[src/uie_pkg.sv]
// Package: register map, field positions, reset values and bus codes of the
// host interrupt-enable block.
// Assumes word-aligned AXI4-Lite access with 32-bit data.
package uie_pkg;

  // Byte offsets of the registers
  localparam logic [7:0] OFF_COMMAND     = 8'h8c;
  localparam logic [7:0] OFF_STATUS      = 8'h90;
  localparam logic [7:0] OFF_ENABLE      = 8'h94;
  localparam logic [7:0] OFF_FRAME_INDEX = 8'h98;

  // Field positions
  localparam int BIT_WRAP = 3;
  localparam int BIT_PORT = 2;
  localparam int SIZE_HI  = 3;
  localparam int SIZE_LO  = 2;

  // Reset values
  localparam logic [3:2] RST_ENABLE = 2'h0;
  localparam logic [3:2] RST_STATUS = 2'h0;
  localparam logic [3:2] RST_SIZE   = 2'h0;

  // Frame index layout
  localparam int FRAME_INDEX_W    = 14;
  localparam int LIST_TOP_DEFAULT = 12;
  localparam logic [1:0] SIZE_RESERVED = 2'h3;

  // AXI response codes
  localparam logic [1:0] RESP_OKAY   = 2'h0;
  localparam logic [1:0] RESP_DECERR = 2'h3;

endpackage

[src/uie_frame_index.sv]
// Frame index counter with frame-list wrap detection.
// Assumes microframe_tick is a one-cycle pulse on aclk.
`timescale 1ns/1ps
`default_nettype none

module uie_frame_index
  import uie_pkg::*;
#(
  parameter int INDEX_W = FRAME_INDEX_W
)
(
  input  wire logic               aclk,
  input  wire logic               aresetn,
  input  wire logic               microframe_tick,
  input  wire logic [1:0]         frame_list_size,
  output logic      [INDEX_W-1:0] frame_index,
  output logic                    frame_list_wrap
);

  typedef struct packed {
    logic [INDEX_W-1:0] index;
    logic               wrap;
  } uie_fi_state_t;

  uie_fi_state_t q;
  uie_fi_state_t n;

  // Bits of the index that address the frame list
  function automatic logic [INDEX_W-1:0] list_mask(input logic [1:0] size);
    int top;
    top = LIST_TOP_DEFAULT;
    if (size != SIZE_RESERVED)
    begin
      top = LIST_TOP_DEFAULT - int'(size);
    end
    list_mask = INDEX_W'((64'h1 << (top + 1)) - 64'h1);
  endfunction

  always_comb
  begin
    n = q;
    n.wrap = 1'b0;
    if (microframe_tick)
    begin
      n.index = q.index + INDEX_W'(1);
      if ((q.index | ~list_mask(frame_list_size)) == '1)
      begin
        n.wrap = 1'b1;
      end
    end
  end

  always_ff @(posedge aclk)
  begin
    if (!aresetn)
    begin
      q <= '0;
    end
    else
    begin
      q <= n;
    end
  end

  assign frame_index     = q.index;
  assign frame_list_wrap = q.wrap;
endmodule
`default_nettype wire

[src/uie_host_irq.sv]
// Host interrupt-enable block: status flags, enable register, interrupt level,
// frame-list size setting and frame index, all behind an AXI4-Lite slave.
// Assumes port change bits and resume pulse come from logic on aclk.
//
// Behaviour
// Enable register at 94h, 32-bit RW, reset zero, only bits 3 and 2 used.
// Rollover enable bit 3 with wrap flag set raises the interrupt request.
// Clearing the wrap flag acknowledges it and withdraws that interrupt cause.
// Port-change enable bit 2 with port flag set raises the interrupt request.
// Clearing the port flag acknowledges it and withdraws that interrupt cause.
// Software writes zero into every reserved bit of the enable register.
// Status flags clear only on written one; written zero leaves them alone.
// Wrap flag sets when frame list index wraps; size setting picks maximum.
// Port flag sets on rising port change bit or resume on suspended port.
// Interrupt is OR of enabled flags, held until all are cleared or disabled.
`timescale 1ns/1ps
`default_nettype none

module uie_host_irq
  import uie_pkg::*;
#(
  parameter int ADDR_W    = 8,
  parameter int NUM_PORTS = 2
)
(
  input  wire logic                 aclk,
  input  wire logic                 aresetn,
  input  wire logic [ADDR_W-1:0]    s_axi_awaddr,
  input  wire logic                 s_axi_awvalid,
  output logic                      s_axi_awready,
  input  wire logic [31:0]          s_axi_wdata,
  input  wire logic [3:0]           s_axi_wstrb,
  input  wire logic                 s_axi_wvalid,
  output logic                      s_axi_wready,
  output logic [1:0]                s_axi_bresp,
  output logic                      s_axi_bvalid,
  input  wire logic                 s_axi_bready,
  input  wire logic [ADDR_W-1:0]    s_axi_araddr,
  input  wire logic                 s_axi_arvalid,
  output logic                      s_axi_arready,
  output logic [31:0]               s_axi_rdata,
  output logic [1:0]                s_axi_rresp,
  output logic                      s_axi_rvalid,
  input  wire logic                 s_axi_rready,
  input  wire logic                 microframe_tick,
  input  wire logic [NUM_PORTS-1:0] port_change_bits,
  input  wire logic                 resume_jk,
  output logic                      irq
);

  typedef struct packed {
    logic                 aw_got;
    logic [ADDR_W-1:0]    aw_addr;
    logic                 w_got;
    logic [31:0]          w_data;
    logic [3:0]           w_strb;
    logic                 bvalid;
    logic [1:0]           bresp;
    logic                 rvalid;
    logic [31:0]          rdata;
    logic [1:0]           rresp;
    logic [3:2]           enable;
    logic [3:2]           status;
    logic [3:2]           list_size;
    logic [NUM_PORTS-1:0] port_prev;
  } uie_state_t;

  uie_state_t                 q;
  uie_state_t                 n;
  logic [FRAME_INDEX_W-1:0]   frame_index;
  logic                       frame_list_wrap;
  logic                       wr_commit;
  logic                       wr_low;
  logic                       wr_status;
  logic                       wr_enable;
  logic                       wr_command;
  logic                       port_rise;
  logic [3:2]                 set_bits;
  logic [3:2]                 clr_bits;

  // Word address match
  function automatic logic addr_is(input logic [ADDR_W-1:0] a, input logic [7:0] off);
    addr_is = (a >> 2) == (ADDR_W'(off) >> 2);
  endfunction

  function automatic logic addr_mapped(input logic [ADDR_W-1:0] a);
    addr_mapped = addr_is(a, OFF_COMMAND) || addr_is(a, OFF_STATUS) ||
                  addr_is(a, OFF_ENABLE) || addr_is(a, OFF_FRAME_INDEX);
  endfunction

  // Read mux: response code above data
  function automatic logic [33:0] read_word(input logic [ADDR_W-1:0]        a,
                                            input logic [3:2]               en,
                                            input logic [3:2]               sts,
                                            input logic [3:2]               size,
                                            input logic [FRAME_INDEX_W-1:0] fi);
    logic [31:0] d;
    logic [1:0]  r;
    d = '0;
    r = RESP_OKAY;
    if (addr_is(a, OFF_ENABLE))
    begin
      d[3:2] = en;
    end
    else if (addr_is(a, OFF_STATUS))
    begin
      d[3:2] = sts;
    end
    else if (addr_is(a, OFF_COMMAND))
    begin
      d[SIZE_HI:SIZE_LO] = size;
    end
    else if (addr_is(a, OFF_FRAME_INDEX))
    begin
      d[FRAME_INDEX_W-1:0] = fi;
    end
    else
    begin
      r = RESP_DECERR;
    end
    read_word = {r, d};
  endfunction

  uie_frame_index #(
    .INDEX_W (FRAME_INDEX_W)
  ) u_frame_index (
    .aclk            (aclk),
    .aresetn         (aresetn),
    .microframe_tick (microframe_tick),
    .frame_list_size (q.list_size),
    .frame_index     (frame_index),
    .frame_list_wrap (frame_list_wrap)
  );

  // Write commits once address and data are both held
  assign wr_commit  = q.aw_got && q.w_got;
  assign wr_low     = wr_commit && q.w_strb[0];
  assign wr_status  = wr_low && addr_is(q.aw_addr, OFF_STATUS);
  assign wr_enable  = wr_low && addr_is(q.aw_addr, OFF_ENABLE);
  assign wr_command = wr_low && addr_is(q.aw_addr, OFF_COMMAND);

  // Flag sources
  assign port_rise = (|(port_change_bits & ~q.port_prev)) || resume_jk;
  assign set_bits  = {frame_list_wrap, port_rise};
  assign clr_bits  = wr_status ? q.w_data[3:2] : 2'h0;

  always_comb
  begin
    n = q;
    n.port_prev = port_change_bits;
    if (s_axi_awvalid && s_axi_awready)
    begin
      n.aw_got  = 1'b1;
      n.aw_addr = s_axi_awaddr;
    end
    if (s_axi_wvalid && s_axi_wready)
    begin
      n.w_got  = 1'b1;
      n.w_data = s_axi_wdata;
      n.w_strb = s_axi_wstrb;
    end
    if (q.bvalid && s_axi_bready)
    begin
      n.bvalid = 1'b0;
    end
    if (wr_commit)
    begin
      n.aw_got = 1'b0;
      n.w_got  = 1'b0;
      n.bvalid = 1'b1;
      n.bresp  = addr_mapped(q.aw_addr) ? RESP_OKAY : RESP_DECERR;
    end
    if (wr_enable)
    begin
      n.enable = q.w_data[3:2];
    end
    if (wr_command)
    begin
      n.list_size = q.w_data[SIZE_HI:SIZE_LO];
    end
    // Set wins over a clear in the same cycle
    n.status = (q.status & ~clr_bits) | set_bits;
    if (q.rvalid && s_axi_rready)
    begin
      n.rvalid = 1'b0;
    end
    if (s_axi_arvalid && s_axi_arready)
    begin
      n.rvalid = 1'b1;
      {n.rresp, n.rdata} = read_word(s_axi_araddr, q.enable, q.status, q.list_size,
                                     frame_index);
    end
  end

  always_ff @(posedge aclk)
  begin
    if (!aresetn)
    begin
      q           <= '0;
      q.enable    <= RST_ENABLE;
      q.status    <= RST_STATUS;
      q.list_size <= RST_SIZE;
    end
    else
    begin
      q <= n;
    end
  end

  assign s_axi_awready = !q.aw_got && !q.bvalid;
  assign s_axi_wready  = !q.w_got && !q.bvalid;
  assign s_axi_bvalid  = q.bvalid;
  assign s_axi_bresp   = q.bresp;
  assign s_axi_arready = !q.rvalid;
  assign s_axi_rvalid  = q.rvalid;
  assign s_axi_rdata   = q.rdata;
  assign s_axi_rresp   = q.rresp;

  // Level request from enabled flags
  assign irq = |(q.status & q.enable);
endmodule
`default_nettype wire

[config.mk]
export PLATFORM = sky130hd
export DESIGN_NAME = uie_host_irq
export DESIGN_NICKNAME = d
export VERILOG_FILES = /design/src/uie_pkg.sv /design/src/uie_frame_index.sv /design/src/uie_host_irq.sv
export SDC_FILE = /design/constraint.sdc
export NUM_CORES = 1
export LEC_CHECK = 0
export ABC_AREA = 1
export BUFFER_PORTS_ARGS = -buffer_cell sky130_fd_sc_hd__buf_4
export CAP_MARGIN = 20
export CORE_UTILIZATION = 52
export DETAILED_ROUTE_END_ITERATION = 10
export GPL_TIMING_DRIVEN = 0
export PLACE_DENSITY = 0.87
export SLEW_MARGIN = 5
export SYNTH_ARGS = -nofsm -noshare
export SYNTH_HDL_FRONTEND = slang
export SYNTH_SLANG_ARGS = --single-unit
[constraint.sdc]
create_clock -name aclk -period 3 [get_ports aclk]
set_clock_uncertainty 0.2 [all_clocks]
set_input_delay 0.3 -clock aclk [delete_from_list [all_inputs] [get_ports aclk]]
set_output_delay 0.3 -clock aclk [all_outputs]
set_load 0.02 [all_outputs]
; Word level (Yosys, flattened, before mapping)
; Index checks and enable logic that the tools add are counted.
[word_totals]
regBits = 58
latch_bits = 0
ramBits = 0
mem_bits_ro = 0
word_cells = 89
mem_count = 0
[op_classes]
addsub = 4
multipliers = 0
div = 0
order_cmp = 0
eq_ne = 10
n_shift = 1
mux = 23
bitwise_logic = 9
reduce_logical = 26
[op_table]
columns = op, count
row1 = two-way mux 32 bit, 2
row2 = "equality test 6 bit, second input constant", 8
row3 = two-way mux 35 bit, 1
row4 = "adder 32 x 2 -> 32 bit, second input constant", 1
row5 = "left shift 1 x 32 -> 14 bit, first input constant", 1
row6 = two-way mux 10 bit, 3
row7 = two-way mux 2 bit, 12
row8 = "adder 14 x 1 -> 14 bit, second input constant", 1
row9 = "equality test 14 bit, second input constant", 1
row10 = two-way mux 14 bit, 1
row11 = NOT 14 bit, 1
row12 = bitwise OR 14 bit, 1
row13 = "subtractor 14 x 1 -> 14 bit, second input constant", 1
row14 = logical AND 1 bit, 12
row15 = bitwise AND 2 bit, 3
row16 = OR reduction 2 bit, 3
row17 = "subtractor 4 x 2 -> 5 bit, first input constant", 1
row18 = zero test 1 bit, 4
row19 = logical OR 1 bit, 4
row20 = NOT 2 bit, 2
row21 = nonzero test 2 bit, 2
row22 = two-way mux 1 bit, 3
row23 = two-way mux 3 bit, 1
row24 = "inequality test 2 bit, second input constant", 1
row25 = 3 further kinds, 3

; Logic depth before layout (Yosys ltp)
; Gate-level depths: netlist of run 1.
[depth]
ltp_word = 10
depth_mapped = 8
ltp_nobuf = 8

; Hierarchy
; A second synthesis of run 1 with hierarchy kept.
[hier_totals]
hier_cells = 382
hier_area_um2 = 2850.2
[modules_own_cells]
columns = module, n_inst, cells_per_inst, area_each_um2, seq_area_each_um2
row1 = uie_host_irq, 1, 255, 1950.6, 740.7
row2 = uie_frame_index, 1, 127, 899.6, 300.3

; Worst setup path after synthesis of run 1
; No wires, ideal clock.
[synth_path]
path_type = flip-flop to flip-flop
from = reg q[2] (netlist bit)
to = reg u_frame_index.q (netlist bit u_frame_index.frame_list_wrap)
setup_time_ns = 0.064
t_arrival_ns = 1.430
t_required_ns = 2.736
setup_slack_ns = 1.306
stages_incl_launch_ff = 9
path_buffers = 0
period_less_slack_ns = 1.694
path_cell_list = dfxtp_1 -> inv_1 -> ha_1 -> inv_1 -> ha_1 -> o21ai_0 -> nor3_1 -> nand3_1 -> nor2_1
[synth_via]
elab_chain_cells = 10
word_cells_on_any_way = 11
classes_between = add/sub: 3 / eq/ne: 2 / shift: 1 / mux: 3 / bitwise: 2
[synth_lines]
columns = element, line_no
row1 = start: declaration, uie_host_irq.sv:68  ; uie_state_t q;
row2 = start signal: assignment, uie_host_irq.sv:206  ; q <= n;
row3 = subtractor 4 x 2 -> 5 bit / inequality test 2 bit (equally long branches), "uie_frame_index.sv:34, uie_frame_index.sv:32"
row4 = two-way mux 32 bit *, uie_frame_index.sv:32  ; if (size != SIZE_RESERVED)
row5 = two-way mux 32 bit *, uie_frame_index.sv:43  ; if (microframe_tick)
row6 = adder 32 x 2 -> 32 bit *, uie_frame_index.sv:36  ; list_mask = INDEX_W'((64'h1 << (top + 1)) - 64'h1);
row7 = left shift 1 x 32 -> 14 bit *, uie_frame_index.sv:36
row8 = subtractor 14 x 1 -> 14 bit *, uie_frame_index.sv:36
row9 = NOT 14 bit *, uie_frame_index.sv:46  ; if ((q.index | ~list_mask(frame_list_size)) == '1)
row10 = bitwise OR 14 bit *, uie_frame_index.sv:46
row11 = equality test 14 bit *, uie_frame_index.sv:46
row12 = two-way mux 1 bit *, uie_frame_index.sv:46
row13 = end signal: assignment, uie_frame_index.sv:61  ; q <= n;
row14 = end: declaration, uie_frame_index.sv:25  ; uie_fi_state_t q;
; Mark *: on every way between the ends. The rest lies on a longest branch, timed or not. The select of a mux whose other input is x is not followed.
; A chain may end at the register's enable or synchronous reset.

; Final worst setup path of run 1
; Same ends and word-level chain as after synthesis.

==> results of run 1 <==
==> repair_timing <==
action | in CTS | in global routing
hold endpoints to repair | 2 | 0
buffers inserted | 0 | 0
hold buffers | 2 | 0
setup endpoints to repair | 0 | 0
==> cell usage in the layout (no fill, tap or decap), drive strengths merged, types with 2 or more instances in the layout <==
| master | synthesis | final |
|---|---|---|
| buf | 41 | 90 |
| nand2 | 66 | 66 |
| dfxtp | 52 | 52 |
| nor2 | 44 | 44 |
| inv | 41 | 41 |
| a21oi | 36 | 36 |
| nand3 | 27 | 27 |
| o21ai | 22 | 22 |
| conb | 1 | 18 |
| clkbuf | 5 | 11 |
| nand4 | 6 | 6 |
| ha | 6 | 6 |
| nor3 | 5 | 5 |
| o21a | 3 | 3 |
| o211ai | 2 | 2 |
| clkinv | 0 | 2 |
| dlygate4sd3 | 0 | 2 |
==> routing by layer <==
| metal | wire length, um | vias to the layer above |
|---|---|---|
| li1 | - | 1278 |
| met5 | 0 | - |
| met2 | 2827 | 67 |
| met4 | 119 | 0 |
| met3 | 233 | 13 |
| met1 | 2405 | 1143 |
==> registers in the layout, summed over array words and instances, names as in the netlist <==
register	count
s_axi_rresp	1
q	19
u_frame_index.frame_list_wrap	1
s_axi_rvalid	1
u_frame_index.frame_index	14
s_axi_bvalid	1
s_axi_rdata	14
s_axi_bresp	1
==> metrics by stage <==
step | util [%] | hold WS, ps
after floorplan | - | 193.5
after global placement | 65.48 | 227.6
after detailed placement | 65.48 | 235.3
after CTS | 67.82 | 35.12
after global routing | 67.82 | 39.81
final | 67.82 | 36.93
==> tightest hold or removal path, stage by stage <==
cell,delay (ps)
buf_4,70
inv_1,30
nand2_1,40
a21oi_1,50
==> report_power, final <==
part	switching [uW]	leakage (uW)	internal [uW]	total (uW)
combinational	116	0.00102	82.4	198
sequential	16.2	0.000424	713	730
clock	221	0.0000510	184	405
==> worst max path at each step <==
stage / startpoint / to / slack, ps / depth (start not counted)
final: q[2] / u_frame_index.frame_list_wrap / 1110 / 8
after global routing: q[2] / u_frame_index.frame_list_wrap / 920 / 8
after CTS: q[2] / u_frame_index.frame_list_wrap / 1120 / 8
after detailed placement: q[2] / u_frame_index.frame_list_wrap / 1150 / 8
after global placement: q[2] / u_frame_index.frame_list_wrap / 1200 / 8
after floorplan: q[2] / u_frame_index.frame_list_wrap / 1310 / 8
==> logic make-up (layout without fill, tap and decap cells) <==
logic type      after synthesis  count (layout)  share of synthesized area [%]
xor+xnor                      1               1                         0.3320
flops                        52              52                          39.45
compound gates               69              69                          14.37
fa+ha+maj                     6               6                          2.845
simple gates                150             150                          25.08
buf+inv                      87             146                          17.78
other cells                   1              18                         0.1421
==> final cells by class <==
type                       instances  area (um^2)  area share [%]
multi-input combinational        244         1192           36.50
sequential                        52         1041           31.87
timing repair buffer              51        387.9           11.87
buffer                            46        315.3           9.651
inverter                          41        153.9           4.711
tap                               67        83.83           2.566
clock buffer                       6        82.58           2.528
clock inverter                     2        10.01          0.3064
==> flow_summary.ini, run 1 <==
[yosys]
netlist_top_cells_count = nand2_1 (63), dfxtp_1 (52), inv_1 (41), nor2_1 (40), buf_4 (37)
synth_top_area_share_pct = 39.45
post-synth-top-count-cell = nand2_1
synth_edf_count = 0
ys_warn_count = 0
synth_area_per_cell_um2 = 7.210
ys_seq_area_share_pct = 39.45
yosysTopAreaCell = dfxtp_1
synthTopCellsByArea = dfxtp_1 (39%), buf_4 (11%), nand2_1 (9.0%), a21oi_1 (6.6%), inv_1 (5.8%)
yosys.cell_types.count = 33
ys_ff_latch = 52
syn-cell-area_mm2 = 0.002639
syn-instance-count = 366
async_reset_ff_share_pct = 0
synth_ff_type = dfxtp_1

[drt]
first_iter_violations = 176
firstDrtPassIters = 4
routed_via_density = 4.914
vias = 2501
drc_errors = 0
wl_per_cell_um = 10.98
wl_um = 5587
antenna_left = 0

[clock_network]
clockBufferDepth = 2
htreeDepth = 2
numClockSinks = 52
cts_resized = 0
clk_pin_slew_ps = 90
cts-root-buf = clkbuf_8
cts_buffers = 5
clk_latency_ps = 300
cts_tree = yes

[timing]
final_max_slew_viol_count = 0
max_slew_margin_pct = 64.18
setup_viol = 0
tightest_slew_ps = 537.2
tns_ps = 0
hold_violations = 0
period_needed_ps = 1887
finalCritPeriodShare_pct = 62.88
timing.final.ws_setup_ps = 1113
grt_setup_unrepaired = no
max_freq_mhz = 530.1

[grt]
grt_use_met1_pct = 25.24
grt_overflow = 0
grt_pass1_vias = 2206
grt_usage_pct = 22.13
grt_use_met3_pct = 4.558
grt_pass1_wl_um = 9239
use_met2_pct = 40.64
top_usage_layer = met2
grt_max_degree = 16
antenna_found_initial = 0

[placement]
gp_congestion = 0.8924
post-place-cells = 499
dp_hpwl_um = 4291
port_buffers = 49
dp_slack_ps = 1153
post_dp_cell_area_mm2 = 0.003154

[layout]
drive_above_1_share_pct = 24.21
final_cell_area_mm2 = 0.003267
nFillCells = 420
final_cells = 509
fin_nets = 510
area_growth_pct = 23.80
antenna_cells = 0

[worst_setup_path]
r2r_cells = 8
critical-path-top-delay-family = adder cells
cp_num_buf_inv = 2
r2r-start = q[2]
cp_max_fo = 5
worstSetupPathType = reg -> reg
cp.arrival_ps = 1930
reg2reg_to = u_frame_index.frame_list_wrap
critical-path-slowest-cell = dfxtp_1
slowest_delay_ps = 430
cp_cell_sequence = inv_1, ha_1, inv_1, ha_1, o21ai_0, nor3_1, nand3_1, nor2_1
worstSetupEndpointType = flip-flop
critPathLaunchType = flip-flop
critical_path_required_ps = 3040
worst-r2r-setup-slack_ps = 1110

[floorplanning]
core_mm2 = 0.004817
ios = 105
die_width_um = 73.24
dieArea_mm2 = 0.005363
start_util_pct = 54.78
fp.dieH_um = 73.24
rows = 25

[run_status]
status = completed

[worst_hold_path]
holdPathEnd = s_axi_bvalid
hold_depth = 4
hold_path.startpoint = s_axi_bready
hold_class = in -> reg

[power_and_ir_drop]
vdd_ir_drop_max_mv = 0.2267
power.density_mw_per_mm2 = 408.0
totalPowerFinal_uw = 1333
leakage_uw = 0.001493

[run]
cap_violations = 0
(Power assumes the default switching activity.)
==> run 2: changes to the inputs <==
--- a/config.mk
+++ b/config.mk
@@ -5,13 +5,13 @@
 export SDC_FILE = /design/constraint.sdc
 export NUM_CORES = 1
 export LEC_CHECK = 0
-export ABC_AREA = 1
+export ABC_AREA = 0
 export BUFFER_PORTS_ARGS = -buffer_cell sky130_fd_sc_hd__buf_4
 export CAP_MARGIN = 20
-export CORE_UTILIZATION = 52
+export CORE_UTILIZATION = 43
 export DETAILED_ROUTE_END_ITERATION = 10
 export GPL_TIMING_DRIVEN = 0
-export PLACE_DENSITY = 0.87
+export PLACE_DENSITY = 0.77
 export SLEW_MARGIN = 5
 export SYNTH_ARGS = -nofsm -noshare
 export SYNTH_HDL_FRONTEND = slang
==> constraint.sdc (replaced) <==
create_clock -name aclk -period 1.7 [get_ports aclk]
set_clock_uncertainty 0.2 [all_clocks]
set_input_delay 0.17 -clock aclk [delete_from_list [all_inputs] [get_ports aclk]]
set_output_delay 0.17 -clock aclk [all_outputs]
set_load 0.02 [all_outputs]
==> run 2 against run 1 <==
Against the previous run: the flow now finishes with violations (negative setup slack); combinational power up 82%; clock power up 77%; wire length decreased by 3.3%; area after synthesis down 2.7%; sequential share of layout area fell by 1.2 points; critical path type unchanged; largest power group unchanged.
==> flow_summary.ini, run 2 <==
[drt]
firstDrtPassIters = 4
wl_per_cell_um = 12.36
wl_um = 5401
vias = 2199
first_iter_violations = 67
antenna_left = 0
routed_via_density = 5.032
drc_errors = 0

[yosys]
synth_top_area_share_pct = 40.53
syn-instance-count = 274
ys_seq_area_share_pct = 40.53
ys_ff_latch = 52
ys_warn_count = 0
yosysTopAreaCell = dfxtp_1
synth_area_per_cell_um2 = 9.375
async_reset_ff_share_pct = 0
synthTopCellsByArea = dfxtp_1 (41%), buf_4 (11%), mux2i_1 (5.8%), a22o_1 (5.1%), a21oi_1 (3.3%)
synth_edf_count = 0
yosys.cell_types.count = 47
syn-cell-area_mm2 = 0.002569
post-synth-top-count-cell = dfxtp_1
netlist_top_cells_count = dfxtp_1 (52), buf_4 (37), nor2_1 (21), a21oi_1 (17)
synth_ff_type = dfxtp_1

[layout]
area_growth_pct = 33.27
largest_reg_flops = 19
layout_common_cells = buf_4 (87), dfxtp_1 (47), nor2_1 (21)
fin_nets = 433
regMostFlops = q
utilization_pct = 60.68
nFillCells = 493
antenna_cells = 0
drive_above_1_share_pct = 32.88
layout_commonest_cell = buf_4

[grt]
antenna_found_initial = 0
grt_pass1_vias = 2021
grt_max_degree = 15
grt_usage_pct = 18.07
grt_pass1_wl_um = 8970
grt_overflow = 0

[floorplanning]
dieArea_mm2 = 0.006287
die_width_um = 79.29
core_mm2 = 0.005642
start_util_pct = 45.53
fp.dieH_um = 79.29
ios = 105
rows = 27

[timing]
grt_setup_unrepaired = yes
setup_viol = 1
finalCritPeriodShare_pct = 102.5
period_needed_ps = 1742
max_slew_margin_pct = 63.02
timing.final.ws_setup_ps = -41.95
final_max_slew_viol_count = 0
whs_ps = 5.990
hold_violations = 0
tns_ps = -41.95
max_freq_mhz = 574.1
tightest_slew_ps = 554.6

[worst_setup_path]
critical_path_required_ps = 1700
cp_cell_sequence = inv_4, ha_4, inv_2, ha_2, a222oi_1, a21oi_1, o211a_1
slowest_delay_ps = 360
r2r_cells = 7
reg2reg_to = u_frame_index.frame_list_wrap
critical-path-slowest-cell = dfxtp_4
cp_max_fo = 3
worstSetupPathType = reg -> reg
r2r-start = q[2]
worstSetupEndpointType = flip-flop
worst-r2r-setup-slack_ps = -40
cp.arrival_ps = 1750
critical_path.startpoint = q[2]
crit_end = u_frame_index.frame_list_wrap
critPathLaunchType = flip-flop

[worst_hold_path]
hold_class = in -> reg

[placement]
dp_slack_ps = -110.5
dp_hpwl_um = 3711
gp_congestion = 0.7596
port_buffers = 47

[clock_network]
clk_pin_slew_ps = 90
cts_buffers = 5
htreeDepth = 2
clk_latency_ps = 310
cts_tree = yes
clockBufferDepth = 2
cts-root-buf = clkbuf_8
numClockSinks = 52

[power_and_ir_drop]
power.density_mw_per_mm2 = 693.8
leakage_uw = 0.001487
vdd_ir_drop_max_mv = 0.4526
totalPowerFinal_uw = 2375

[run_status]
violations = negative setup slack
status = complete, but fails checks

[run]
cap_violations = 0
==> run 2: changes by cell type after synthesis, sizes merged, moves of 14 or more <==
cell | before | now
inv | 41 | 12
nand2 | 66 | 13
a22o | 1 | 15
nor2 | 44 | 21
a21oi | 36 | 17
nand3 | 27 | 2
o21ai | 22 | 5
mux2i | 0 | 15
==> run 2: stage by stage <==
stage / cells / cell area [um^2]
finish: 437 / 3423
global route: 437 / 3423
floorplan: 291 / 2646
detailed placement: 410 / 3089
global placement: 410 / 3089
CTS: 437 / 3374
==> run 2: layer usage <==
layer  global-route usage, %  part of all wire, %
met5                       0                    0
met4                   2.909                 0.87
met3                   5.172                  4.9
met2                   33.28                   51
met1                   20.84                   43
==> run 2: worst min-delay path by stage <==
| stage | start | cells past startpoint | slack [ps] | endpoint |
|---|---|---|---|---|
| CTS | s_axi_araddr[4] | 3 | 6 | s_axi_rresp[0] |
| detailed placement | s_axi_rready | 2 | 160 | s_axi_rvalid |
| global placement | s_axi_rready | 2 | 160 | s_axi_rvalid |
| finish | s_axi_araddr[4] | 3 | 6 | s_axi_rresp[0] |
| global route | s_axi_araddr[4] | 3 | 7 | s_axi_rresp[0] |
| floorplan | s_axi_rready | 1 | 70 | s_axi_rvalid |
==> run 2: final cells by class <==
class	instances	area (um^2)	share of cell area, %
Multi-Input combinational cell	179	1277	37.32
Sequential cell	52	1050	30.67
Timing Repair Buffer	66	535.5	15.64
Buffer	48	332.8	9.722
Clock buffer	8	90.09	2.632
Tap cell	72	90.09	2.632
Inverter	12	47.55	1.389
==> run 2: cell families after synthesis <==
kind of cell | after synthesis | share of synthesized area, %
buffers and inverters | 60 | 14.66
DFF | 52 | 40.53
other | 1 | 0.1460
and+or+nand+nor | 80 | 19.05
xor gates and xnor gates | 6 | 2.046
AOI/OAI and AO/OA | 54 | 14.81
muxes | 15 | 5.845
adders and majority gates | 6 | 2.922
==> run 2: timing repair <==
action	in CTS	in global routing
endpoints found under the hold margin	15	0
gates resized for setup	7	11
endpoints found under the setup margin	3	18
buffers inserted	3	0
hold buffers	16	0
pin swaps	3	3
cloned	0	0
==> run 2: power by group <==
| group | leakage [uW] | switching, uW | internal [uW] |
|---|---|---|---|
| clock | 0.0000455 | 385 | 333 |
| sequential | 0.000425 | 45.2 | 1250 |
| combinational | 0.00102 | 179 | 181 |
==> run 2: critical path, delay by kind of cell (launching register included) <==
family / cells / cell delay, ps
buffers and inverters: 2 / 70
adder cells (fa/ha/maj): 2 / 420
flip-flops: 1 / 360
AO/OA/AOI/OAI: 3 / 590
